===== src/adc_serial_config_regs.vh =====
// register offsets, fields and timing constants of the serial configuration bank
`ifndef ADC_SERIAL_CONFIG_REGS_VH
`define ADC_SERIAL_CONFIG_REGS_VH

// ----------------------------------------
// register offsets
// ----------------------------------------
`define ADDR_SOFT_RESET_READBACK_CTRL 8'h00
`define ADDR_OUTPUT_SWING_CODE 8'h01
`define ADDR_PERF_MODE_E 8'h02
`define ADDR_PERF_MODE_A 8'h03
`define ADDR_CHAN_A_GAIN_TESTPAT 8'h25
`define ADDR_NUMBER_FORMAT_SEL 8'h29
`define ADDR_CHAN_B_GAIN_TESTPAT 8'h2b
`define ADDR_OFFSET_LOOP_ENABLE 8'h3d
`define ADDR_USER_PATTERN_HIGH 8'h3f
`define ADDR_USER_PATTERN_LOW 8'h40
`define ADDR_OUTPUT_IFACE_CTRL 8'h41
`define ADDR_OUTPUT_CLOCK_EDGE_POS 8'h42
`define ADDR_STANDBY_POWER_STRENGTH 8'h45
`define ADDR_HIGH_FREQ_MODE_1 8'h4a
`define ADDR_HIGH_FREQ_MODE_2 8'h58
`define ADDR_CHAN_A_PEDESTAL 8'hbf
`define ADDR_CHAN_B_PEDESTAL 8'hc1
`define ADDR_OFFSET_LOOP_CTRL 8'hcf
`define ADDR_PERF_MODE_B 8'hd5
`define ADDR_PERF_MODE_C 8'hd7
`define ADDR_PERF_MODE_D 8'hdb
`define ADDR_SLOW_RATE_ENABLE 8'hef
`define ADDR_SWING_OVERRIDE_ENABLE 8'hf1
`define ADDR_SLOW_RATE_CHAN_A 8'hf2

// ----------------------------------------
// fields and reset value
// ----------------------------------------
`define REG_RESET_VALUE 8'h00
`define BIT_READBACK_EN 0
`define BIT_SOFT_RESET 1
`define SWING_MSB 7
`define SWING_LSB 2
`define PERF_BOOST_MSB 1
`define PERF_BOOST_LSB 0
`define SWING_350MV 6'h00
`define SWING_410MV 6'h1b
`define SWING_465MV 6'h32
`define SWING_570MV 6'h14
`define SWING_200MV 6'h3e
`define SWING_125MV 6'h0f
`define PERF_DEFAULT 2'h0
`define PERF_BEST 2'h3
`define WORD_BITS 5'h10
`define ADDR_BITS 5'h08

`endif


===== src/adc_serial_config_registers.v =====
// serial configuration register bank with three-wire write port and readback
//
// Operation
// - all registers zero after any reset
// - one write updates a whole register
// - soft reset bit clears bank, self-clears
// - readback off keeps read pin released
// - readback on drives register contents out
// - swing code decodes to six levels
// - two-bit performance field at 03h
// - mode 00 default, 11 best
// - sample data on falling clock, select low
// - commit every sixteenth edge, address first
// - readback blocks writes, address selects register
`timescale 1ns/1ps
`include "adc_serial_config_regs.vh"

// ----------------------------------------
// notes
// ----------------------------------------
// serial pins are sampled by core_clk through three stages each
// serial clock half period must span at least three core cycles
// a word commits about four core cycles after its 16th falling edge
// decoded outputs follow one core cycle after the commit
// soft reset clears the bank one cycle after its bit is stored
// soft reset wins over a write landing in the same cycle
// readback blocks every write, its own bit included,
// so only a hardware reset leaves readback mode
// unmapped addresses drop writes and read back as zero
// bits that trail a 16-bit multiple are dropped at deselect
// readback data goes msb first: msb after the address, later bits on rising edges
// the read pin shows zero whenever it is released

module adc_serial_config_registers (
  // clock and reset
  input wire core_clk,
  input wire reset,
  // serial port pins
  input wire serial_clk,
  input wire serial_select_n,
  input wire serial_in_line,
  output reg serial_read_out_pin,
  output reg serial_read_out_oe_n,
  // decoded configuration
  output reg [5:0] swing_field,
  output reg [2:0] swing_level,
  output reg swing_override,
  output reg [1:0] perf_boost_field,
  output reg perf_best,
  output reg readback_enabled
);

  localparam NREG = 24;
  // bank indices of the bytes that feed outputs
  localparam IDX_CTRL = 0;
  localparam IDX_SWING = 1;
  localparam IDX_PERF = 3;
  localparam IDX_OVERRIDE = 22;

  // ----------------------------------------
  // address decode
  // ----------------------------------------
  function [4:0] reg_index;
    input [7:0] a;
    begin
      case (a)
        `ADDR_SOFT_RESET_READBACK_CTRL: reg_index = 5'd0;
        `ADDR_OUTPUT_SWING_CODE: reg_index = 5'd1;
        `ADDR_PERF_MODE_E: reg_index = 5'd2;
        `ADDR_PERF_MODE_A: reg_index = 5'd3;
        `ADDR_CHAN_A_GAIN_TESTPAT: reg_index = 5'd4;
        `ADDR_NUMBER_FORMAT_SEL: reg_index = 5'd5;
        `ADDR_CHAN_B_GAIN_TESTPAT: reg_index = 5'd6;
        `ADDR_OFFSET_LOOP_ENABLE: reg_index = 5'd7;
        `ADDR_USER_PATTERN_HIGH: reg_index = 5'd8;
        `ADDR_USER_PATTERN_LOW: reg_index = 5'd9;
        `ADDR_OUTPUT_IFACE_CTRL: reg_index = 5'd10;
        `ADDR_OUTPUT_CLOCK_EDGE_POS: reg_index = 5'd11;
        `ADDR_STANDBY_POWER_STRENGTH: reg_index = 5'd12;
        `ADDR_HIGH_FREQ_MODE_1: reg_index = 5'd13;
        `ADDR_HIGH_FREQ_MODE_2: reg_index = 5'd14;
        `ADDR_CHAN_A_PEDESTAL: reg_index = 5'd15;
        `ADDR_CHAN_B_PEDESTAL: reg_index = 5'd16;
        `ADDR_OFFSET_LOOP_CTRL: reg_index = 5'd17;
        `ADDR_PERF_MODE_B: reg_index = 5'd18;
        `ADDR_PERF_MODE_C: reg_index = 5'd19;
        `ADDR_PERF_MODE_D: reg_index = 5'd20;
        `ADDR_SLOW_RATE_ENABLE: reg_index = 5'd21;
        `ADDR_SWING_OVERRIDE_ENABLE: reg_index = 5'd22;
        `ADDR_SLOW_RATE_CHAN_A: reg_index = 5'd23;
        default: reg_index = 5'd31;
      endcase
    end
  endfunction

  // ----------------------------------------
  // pin synchronisers
  // ----------------------------------------
  // settled level: the last stage once the last two stages agree
  function settle;
    input [2:0] stages;
    input held;
    begin
      if (stages[1] == stages[2])
        settle = stages[2];
      else
        settle = held;
    end
  endfunction

  // three stages per pin
  reg [2:0] sclk_sync_reg;
  reg [2:0] sel_sync_reg;
  reg [2:0] din_sync_reg;

  // settled levels
  reg sclk_state_reg;
  reg sel_state_reg;
  reg din_state_reg;

  // serial clock: idle low, so no false edge after reset
  always @(posedge core_clk) begin
    if (reset) begin
      sclk_sync_reg <= 3'h0;
      sclk_state_reg <= 1'b0;
    end else begin
      sclk_sync_reg <= {sclk_sync_reg[1:0], serial_clk};
      sclk_state_reg <= settle(sclk_sync_reg, sclk_state_reg);
    end
  end

  // select: idle high, so the port starts deselected
  always @(posedge core_clk) begin
    if (reset) begin
      sel_sync_reg <= 3'h7;
      sel_state_reg <= 1'b1;
    end else begin
      sel_sync_reg <= {sel_sync_reg[1:0], serial_select_n};
      sel_state_reg <= settle(sel_sync_reg, sel_state_reg);
    end
  end

  // data line: settled copy feeds the shift engine
  always @(posedge core_clk) begin
    if (reset) begin
      din_sync_reg <= 3'h0;
      din_state_reg <= 1'b0;
    end else begin
      din_sync_reg <= {din_sync_reg[1:0], serial_in_line};
      din_state_reg <= settle(din_sync_reg, din_state_reg);
    end
  end

  // edge and level views of the settled pins
  wire sclk_agree = (sclk_sync_reg[1] == sclk_sync_reg[2]);
  wire sclk_fall = sclk_agree && sclk_state_reg && !sclk_sync_reg[2];
  wire sclk_rise = sclk_agree && !sclk_state_reg && sclk_sync_reg[2];
  wire sel_active = !sel_state_reg;
  wire din_bit = settle(din_sync_reg, din_state_reg);

  // ----------------------------------------
  // shift engine
  // ----------------------------------------
  // word shifter, bit count and readback byte
  reg [15:0] shift_reg;
  reg [4:0] bit_cnt_reg;
  reg [7:0] rd_data_reg;

  // every bank byte side by side, eight bits per index
  wire [8*NREG-1:0] bank_flat;

  // byte held at a bank index; unmapped addresses read as zero
  function [7:0] reg_byte;
    input [4:0] i;
    begin
      if (i < NREG)
        reg_byte = bank_flat[i*8 +: 8];
      else
        reg_byte = 8'h00;
    end
  endfunction

  // word and address boundaries, counted on settled falling edges
  wire [15:0] shift_next = {shift_reg[14:0], din_bit};
  wire bit_strobe = sel_active && sclk_fall;
  wire word_done = bit_strobe && (bit_cnt_reg == `WORD_BITS - 5'h01);
  wire addr_done = bit_strobe && (bit_cnt_reg == `ADDR_BITS - 5'h01);
  wire data_phase = (bit_cnt_reg >= `ADDR_BITS);

  // decoded targets of the word being shifted
  wire [4:0] wr_idx = reg_index(shift_next[15:8]);
  wire [4:0] rd_idx = reg_index(shift_next[7:0]);
  wire [7:0] rd_sel_byte = reg_byte(rd_idx);

  // ----------------------------------------
  // bank views
  // ----------------------------------------
  // bytes that drive outputs or control the port
  wire [7:0] ctrl_byte = bank_flat[8*IDX_CTRL +: 8];
  wire [7:0] swing_byte = bank_flat[8*IDX_SWING +: 8];
  wire [7:0] perf_byte = bank_flat[8*IDX_PERF +: 8];
  wire [7:0] override_byte = bank_flat[8*IDX_OVERRIDE +: 8];

  // ----------------------------------------
  // commit control
  // ----------------------------------------
  // writes blocked while readback is on; soft reset from its stored bit
  wire readback_on = ctrl_byte[`BIT_READBACK_EN];
  wire wr_en = word_done && !readback_on;
  wire soft_reset = ctrl_byte[`BIT_SOFT_RESET];

  // shift register takes one bit per settled falling edge
  always @(posedge core_clk) begin
    if (reset)
      shift_reg <= 16'h0000;
    else if (bit_strobe)
      shift_reg <= shift_next;
  end

  // bit counter wraps every word; deselect drops leftover bits
  always @(posedge core_clk) begin
    if (reset)
      bit_cnt_reg <= 5'h00;
    else if (!sel_active)
      bit_cnt_reg <= 5'h00;
    else if (word_done)
      bit_cnt_reg <= 5'h00;
    else if (bit_strobe)
      bit_cnt_reg <= bit_cnt_reg + 5'h01;
  end

  // readback byte: loaded after the address, shifted on each data bit
  always @(posedge core_clk) begin
    if (reset)
      rd_data_reg <= 8'h00;
    else if (addr_done)
      rd_data_reg <= rd_sel_byte;
    else if (bit_strobe && data_phase)
      rd_data_reg <= {rd_data_reg[6:0], 1'b0};
  end

  // ----------------------------------------
  // register storage
  // ----------------------------------------
  // one flip-flop byte per mapped register
  genvar g;
  generate
    for (g = 0; g < NREG; g = g + 1) begin : bank
      reg [7:0] byte_reg;
      // cleared by either reset, else loaded by a matching commit
      always @(posedge core_clk) begin
        if (reset || soft_reset)
          byte_reg <= `REG_RESET_VALUE;
        else if (wr_en && (wr_idx == g))
          byte_reg <= shift_next[7:0];
      end
      assign bank_flat[8*g +: 8] = byte_reg;
    end
  endgenerate

  // ----------------------------------------
  // readback pin
  // ----------------------------------------
  // enable follows the readback bit; high keeps the pin released
  always @(posedge core_clk) begin
    if (reset)
      serial_read_out_oe_n <= 1'b1;
    else
      serial_read_out_oe_n <= !readback_on;
  end

  // msb shows right after the address, later bits change on rising
  // edges so that the controller can latch them on falling edges
  always @(posedge core_clk) begin
    if (reset)
      serial_read_out_pin <= 1'b0;
    else if (!readback_on)
      serial_read_out_pin <= 1'b0;
    else if (addr_done)
      serial_read_out_pin <= rd_sel_byte[7];
    else if (sclk_rise)
      serial_read_out_pin <= rd_data_reg[7];
  end

  // ----------------------------------------
  // decoded outputs
  // ----------------------------------------
  // swing code to level: 0=350 1=410 2=465 3=570 4=200 5=125 mV, 7 unlisted
  function [2:0] swing_decode;
    input [5:0] code;
    begin
      case (code)
        `SWING_350MV: swing_decode = 3'h0;
        `SWING_410MV: swing_decode = 3'h1;
        `SWING_465MV: swing_decode = 3'h2;
        `SWING_570MV: swing_decode = 3'h3;
        `SWING_200MV: swing_decode = 3'h4;
        `SWING_125MV: swing_decode = 3'h5;
        default: swing_decode = 3'h7;
      endcase
    end
  endfunction

  // swing field, its level and the override enable
  always @(posedge core_clk) begin
    if (reset) begin
      swing_field <= 6'h00;
      swing_level <= 3'h0;
      swing_override <= 1'b0;
    end else begin
      swing_field <= swing_byte[`SWING_MSB:`SWING_LSB];
      swing_level <= swing_decode(swing_byte[`SWING_MSB:`SWING_LSB]);
      swing_override <= |override_byte[1:0];
    end
  end

  // performance field and its best-mode flag
  always @(posedge core_clk) begin
    if (reset) begin
      perf_boost_field <= 2'h0;
      perf_best <= 1'b0;
    end else begin
      perf_boost_field <= perf_byte[`PERF_BOOST_MSB:`PERF_BOOST_LSB];
      perf_best <= (perf_byte[`PERF_BOOST_MSB:`PERF_BOOST_LSB] == `PERF_BEST);
    end
  end

  // readback state as a plain level
  always @(posedge core_clk) begin
    if (reset)
      readback_enabled <= 1'b0;
    else
      readback_enabled <= readback_on;
  end

endmodule


===== config.mk =====
export PLATFORM = sky130hd
export DESIGN_NAME = adc_serial_config_registers
export DESIGN_NICKNAME = d
export VERILOG_FILES = /design/src/adc_serial_config_registers.v
export VERILOG_INCLUDE_DIRS = /design/src
export SDC_FILE = /design/constraint.sdc
export NUM_CORES = 1
export LEC_CHECK = 0
export ABC_AREA = 1
export BUFFER_PORTS_ARGS = -buffer_cell sky130_fd_sc_hd__buf_2
export CORE_AREA = 2 2 180 226
export CTS_BUF_LIST = sky130_fd_sc_hd__clkbuf_8
export DETAILED_ROUTE_END_ITERATION = 16
export DIE_AREA = 0 0 182 228
export PLACE_DENSITY = 0.45
export SYNTH_ARGS = -nofsm -noshare
export SYNTH_HDL_FRONTEND = slang
export SYNTH_SLANG_ARGS = --single-unit

===== constraint.sdc =====
create_clock -name core_clk -period 2.44 [get_ports core_clk]
set_input_delay 0.488 -clock core_clk [delete_from_list [all_inputs] [get_ports core_clk]]
set_output_delay 0.488 -clock core_clk [all_outputs]
set_load 0.02 [all_outputs]

After elaboration in Yosys (flattened, before gate mapping) --
Index checks and enable logic that the tools add are counted.
Word-level totals: flip-flop bits (word level) 248, input port bits 5
Cells by class: add/sub/neg operators 1, magnitude comparators 2, equal/unequal tests 80, shifts and indexed selects 1, muxes and demuxes 9, bitwise logic cells 1, reductions and logical operators 47
Operator list (number):
- $pmux 5 s24 | 2
- $shiftx 192x9->8 | 1
- $eq 8x8->1 const B | 18
- $eq 8x7->1 const B | 12
- $eq 8x6->1 const B | 10
- $eq 5x4->1 const B | 9
- $eq 5x5->1 const B | 8
- $logic_and 1x1->1 | 33
- $eq 8x2->1 const B | 4
- $eq 5x3->1 const B | 5
- $mux 8 | 3
- $pmux 3 s6 | 1
- $eq 8x1->1 const B | 2
- $logic_not 8->1 | 2
- $eq 6x5->1 const B | 2
- $eq 6x6->1 const B | 2
- $eq 5x2->1 const B | 2
- $eq 6x4->1 const B | 1
- $logic_not 6->1 | 1
- $add 5x1->5 const B | 1
- $eq 5x1->1 const B | 1
- $ge 5x4->1 const B | 1
- $logic_not 5->1 | 1
- $lt 5x5->1 const B | 1
- other kinds (9) | 18

Depth between registers and ports, before layout --
word-level depth 7, mapped depth 21, gate-level depth less buffers 19

Worst setup path after synthesis --
OpenSTA, ideal clock, no wires.
path type register to register, from register bit_cnt_reg[0], to register bank[8].byte_reg[5], library setup time 0.123 ns, data arrival time 2.218 ns, path slack 0.099 ns, stages on the path, launching flop included 12, buffers on the path 0, clock period less this slack 2.341 ns, path through dfxtp_1 ha_1 inv_1 nor3_1 ha_1 nand2_1 nor2_1 nand2_1 nor4_4 nand2_1 o21ai_0 a21oi_1
Between the ends: word-level cells in the longest chain between the ends 4
RTL lines:
- from (decl) | line adc_serial_config_registers.v:166 | reg [4:0] bit_cnt_reg;
- from (signal assigned) | line adc_serial_config_registers.v:229 | bit_cnt_reg <= bit_cnt_reg + 5'h01;
- $eq 5x4->1 | line adc_serial_config_registers.v:186 | wire word_done = bit_strobe && (bit_cnt_reg == `WORD_BITS - 5'h01);
- $logic_and 1x1->1 | line adc_serial_config_registers.v:186
- $logic_and 1x1->1 | line adc_serial_config_registers.v:209 | wire wr_en = word_done && !readback_on;
- $logic_and 1x1->1 | line adc_serial_config_registers.v:254 | else if (wr_en && (wr_idx == g))
- to (signal assigned) | line adc_serial_config_registers.v:253 | byte_reg <= `REG_RESET_VALUE;
- to (signal assigned) | line adc_serial_config_registers.v:255 | byte_reg <= shift_next[7:0];
- to (decl) | line adc_serial_config_registers.v:249 | reg [7:0] byte_reg;
Every way passes these cells. A chain may end at the register's enable or synchronous reset.

Worst setup path after layout --
from register shift_reg[13], to register bank[9].byte_reg[2]
Between the ends: word-level cells in the longest chain between the ends 4
RTL lines:
- from (decl) | line adc_serial_config_registers.v:165 | reg [15:0] shift_reg;
- from (signal assigned) | line adc_serial_config_registers.v:217 | shift_reg <= shift_next;
- $eq 8x8->1, or another cell as far along | line adc_serial_config_registers.v:66 | case (a)
- $pmux 5 s24 * | line adc_serial_config_registers.v:66
- $eq 5x4->1 * | line adc_serial_config_registers.v:254
- $logic_and 1x1->1 * | line adc_serial_config_registers.v:254
- to (signal assigned) | line adc_serial_config_registers.v:253
- to (signal assigned) | line adc_serial_config_registers.v:255
- to (decl) | line adc_serial_config_registers.v:249
Every way passes the cells marked *; elsewhere a longest branch is shown, timed or not.

==> impl_metrics.sql <==
INSERT INTO impl_metrics (metric_group, metric, value, unit) VALUES
('sta', 'finalHoldViolations', '0', ''),
('route', 'wl', '48800', 'um'),
('synthesis', 'synthesis.area_per_instance', '6.65', 'sq um'),
('floorplanning', 'design.core.area', '0.0396', 'sq mm'),
('power', 'clockPowerShare', '0.476', ''),
('worst_setup_path', 'worstPathArrival', '2990', 'ps'),
('cells_and_area', 'fin_nets', '2000', ''),
('power', 'static-leakage-power', '7.09', 'nW'),
('global_route', 'pin_count_of_the_biggest_net_entering_global_routing', '57', ''),
('global_route', 'first_pass_grt_wire_length', '72200', 'um'),
('flow_run', 'maxCapViolCount', '0', ''),
('route', 'vias', '12700', ''),
('worst_setup_path', 'crit_top_cell', 'sky130_fd_sc_hd__nor2_4', ''),
('floorplanning', 'die_w', '182', 'um'),
('placed_design', 'dp_slack', '-427', 'ps'),
('min_path', 'hold_path.class', 'input pin to flop', ''),
('power', 'power', '8.06', 'mW'),
('cells_and_area', 'final.fill_count', '4059', ''),
('floorplanning', 'initial_core_util', '0.295', ''),
('cts', 'ctsHtreeMaxLevel', '2', ''),
('sta', 'slew_violations', '0', ''),
('global_route', 'antenna_found_initial', '1', ''),
('power', 'switchingPower', '1.94', 'mW'),
('route', 'detail_route.vias_per_cell', '5.01', ''),
('synthesis', 'postSynthNetCount', '1763', ''),
('worst_setup_path', 'timing.critical_path.to_type', 'flop', ''),
('route', 'wl_per_cell', '19.3', 'um'),
('cells_and_area', 'number_of_flip_flops_in_the_largest_register', '192', ''),
('cts', 'cts_made_buffers', '42', ''),
('sta', 'tightest_slew', '469', 'ps'),
('sta', 'rsz0062_at_grt', 'yes', ''),
('worst_setup_path', 'cp_max_fo', '8', ''),
('floorplanning', 'std_cell_rows', '82', ''),
('cts', 'clock_transition_at_the_register_clock_pins_on_the_worst_setup_and_hold_paths_after_cts', '70', 'ps'),
('power', 'cell_internal_pwr', '6.12', 'mW'),
('worst_setup_path', 'critPathSlowestCell', 'sky130_fd_sc_hd__dfxtp_4', ''),
('worst_setup_path', 'critical_path_required', '2900', 'ps'),
('synthesis', 'postSynthRegisterBits', '248', ''),
('cts', 'holdBufCountCts', '0', ''),
('worst_setup_path', 'worst_setup_path_start_kind', 'flop', ''),
('floorplanning', 'die_area', '0.0415', 'sq mm'),
('global_route', 'gr-total-overflow', '0', ''),
('sta', 'postLayoutSetupSlackWorst', '-83.4', 'ps'),
('global_route', 'grt_pass1_vias', '12200', ''),
('cts', 'cts-root-buf', 'sky130_fd_sc_hd__clkbuf_8', ''),
('sta', 'worst_slew_margin_rel', '0.686', ''),
('sta', 'finalCriticalPeriod', '2520', 'ps'),
('sta', 'worst_clock_skew', '21.8', 'ps'),
('synthesis', 'synthDistinctLibCells', '32', ''),
('power', 'switching_share', '0.241', ''),
('worst_setup_path', 'path_cells', 'inv_4 -> nor2_2 -> nand2_2 -> nor4_1 -> buf_4 -> nor2_4 -> nand2_2 -> nor2_4 -> nand2_4 -> nor2_4 -> inv_2 -> nand4_1 -> nor2_4 -> nand2_4 -> a21oi_4 -> buf_12 -> clkbuf_16 -> a21oi_1', ''),
('floorplanning', 'die-height', '228', 'um'),
('sta', 'fin_setup_tns', '-1000', 'ps'),
('power', 'power_frac_comb', '0.023', ''),
('sta', 'setup-violations-final', '26', ''),
('global_route', 'global_route.usage.total', '0.227', ''),
('placed_design', 'place.port_buffers', '20', ''),
('power', 'power.density', '466', 'mW/mm^2'),
('power', 'ir_worst_vdd', '0.275', 'mV'),
('placed_design', 'gp_routability_congestion', '0.888', ''),
('cts', 'cts.sink_count', '248', ''),
('cts', 'clk_latency', '590', 'ps'),
('outcome', 'violations', 'negative setup slack', ''),
('sta', 'max_freq', '0.396', 'GHz'),
('floorplanning', 'pin_count', '21', ''),
('cells_and_area', 'post-route-cell-area', '0.0173', 'sq mm'),
('worst_setup_path', 'worst-setup-path-type', 'flop to flop', ''),
('placed_design', 'detailed_place_hpwl', '32000', 'um'),
('outcome', 'status', 'finished with violations', ''),
('cells_and_area', 'multiInputGateArea', '0.00698', 'sq mm'),
('sta', 'min_period_over_period', '1.03', '');
[worst max-delay path: cells and delay by family, from the launching register on]
| family | cells | cell delay [ps] |
|---|---|---|
| simple gates | 11 | 1130 |
| compound gates | 2 | 260 |
| flops | 1 | 410 |
| buf+inv | 5 | 590 |
[worst paths after layout]
check                              to  slack [ps]  depth (start not counted)            start
hold / removal        sel_sync_reg[0]          90                          2  serial_select_n
setup / recovery  bank[9].byte_reg[2]         -80                         18    shift_reg[13]
setup reg to reg  bank[9].byte_reg[2]         -80                         18    shift_reg[13]
hold reg to reg       sel_sync_reg[1]         410                          1  sel_sync_reg[0]
[power groups by stage]
stage          sequential (mW)  clock, mW  combinational [mW]
2_1_floorplan             4.15          0              0.0854
3_3_place_gp              4.15          0               0.152
3_5_place_dp              4.15          0               0.153
4_1_cts                   4.04       3.94               0.169
5_1_grt                   4.04       4.11               0.201
6_report                  4.04       3.84               0.187
[placed cells by master (no fill, tap or decap), types with 28 or more instances in the layout]
cell type,n
sky130_fd_sc_hd__buf_12,40
sky130_fd_sc_hd__nand2_2,59
sky130_fd_sc_hd__dfxtp_1,229
sky130_fd_sc_hd__o21ai_2,33
sky130_fd_sc_hd__clkbuf_8,55
sky130_fd_sc_hd__nor2_2,31
sky130_fd_sc_hd__nand3_1,106
sky130_fd_sc_hd__nand2_1,367
sky130_fd_sc_hd__nor2_4,31
sky130_fd_sc_hd__o21ai_1,30
sky130_fd_sc_hd__a21oi_2,28
sky130_fd_sc_hd__buf_6,31
sky130_fd_sc_hd__inv_1,151
sky130_fd_sc_hd__nor2_1,76
sky130_fd_sc_hd__a21oi_1,222
sky130_fd_sc_hd__inv_2,30
sky130_fd_sc_hd__buf_4,180
sky130_fd_sc_hd__o21ai_0,87
sky130_fd_sc_hd__nand3_2,59
[layout make-up]
cell class / instances / area share
Inverter: 177 / 0.0407
Clock inverter: 23 / 0.00578
Tap cell: 504 / 0.0364
Sequential cell: 248 / 0.290
Multi-Input combinational cell: 1231 / 0.403
Timing Repair Buffer: 292 / 0.180
Antenna cell: 1 / 0.000144
Clock buffer: 55 / 0.0437
[synthesized netlist by cell type (all sizes together), types with 11 or more instances]
cell type  instances  share of area
a21oi            254           0.11
nor3              18         0.0081
nand2            455           0.15
nand3            169          0.073
nor2             138          0.048
nand4             13         0.0070
dfxtp            248           0.43
clkbuf            58          0.019
o21ai            152          0.065
o211ai            11         0.0071
inv              171          0.055
buf               41          0.018
[stage by stage]
| step | hold slack, ps | std cells | utilization |
|---|---|---|---|
| after floorplan | 388 | 1755 | - |
| after global placement | 390 | 2385 | 0.351 |
| after detailed placement | 394 | 2385 | 0.351 |
| after CTS | 61.7 | 2503 | 0.411 |
| after global routing | 78.0 | 2531 | 0.437 |
| final | 92.6 | 2531 | 0.437 |
[layer usage]
layer	track usage	wire length, um
met5	0	0
met4	0.111	2830
met3	0.0303	1980
met2	0.402	24200
met1	0.270	19800
[cell families (layout without fill, tap and decap cells)]
| family | after synthesis | count (layout) | share of synthesized area |
|---|---|---|---|
| adder cells (fa/ha/maj) | 3 | 3 | 0.00322 |
| AO/OA/AOI/OAI | 422 | 422 | 0.185 |
| AND/OR/NAND/NOR | 806 | 806 | 0.293 |
| flip-flops | 248 | 248 | 0.425 |
| buffers and inverters | 276 | 547 | 0.0939 |
| other | 0 | 1 | 0 |
[what timing repair did]
item                                    CTS  global route
pin swaps                                32            92
resized for setup                       277           260
endpoints found under the setup margin  119           148
setup buffers                            29            23
gates cloned                             12             8
No activity file was read; power rests on OpenSTA's default activity.
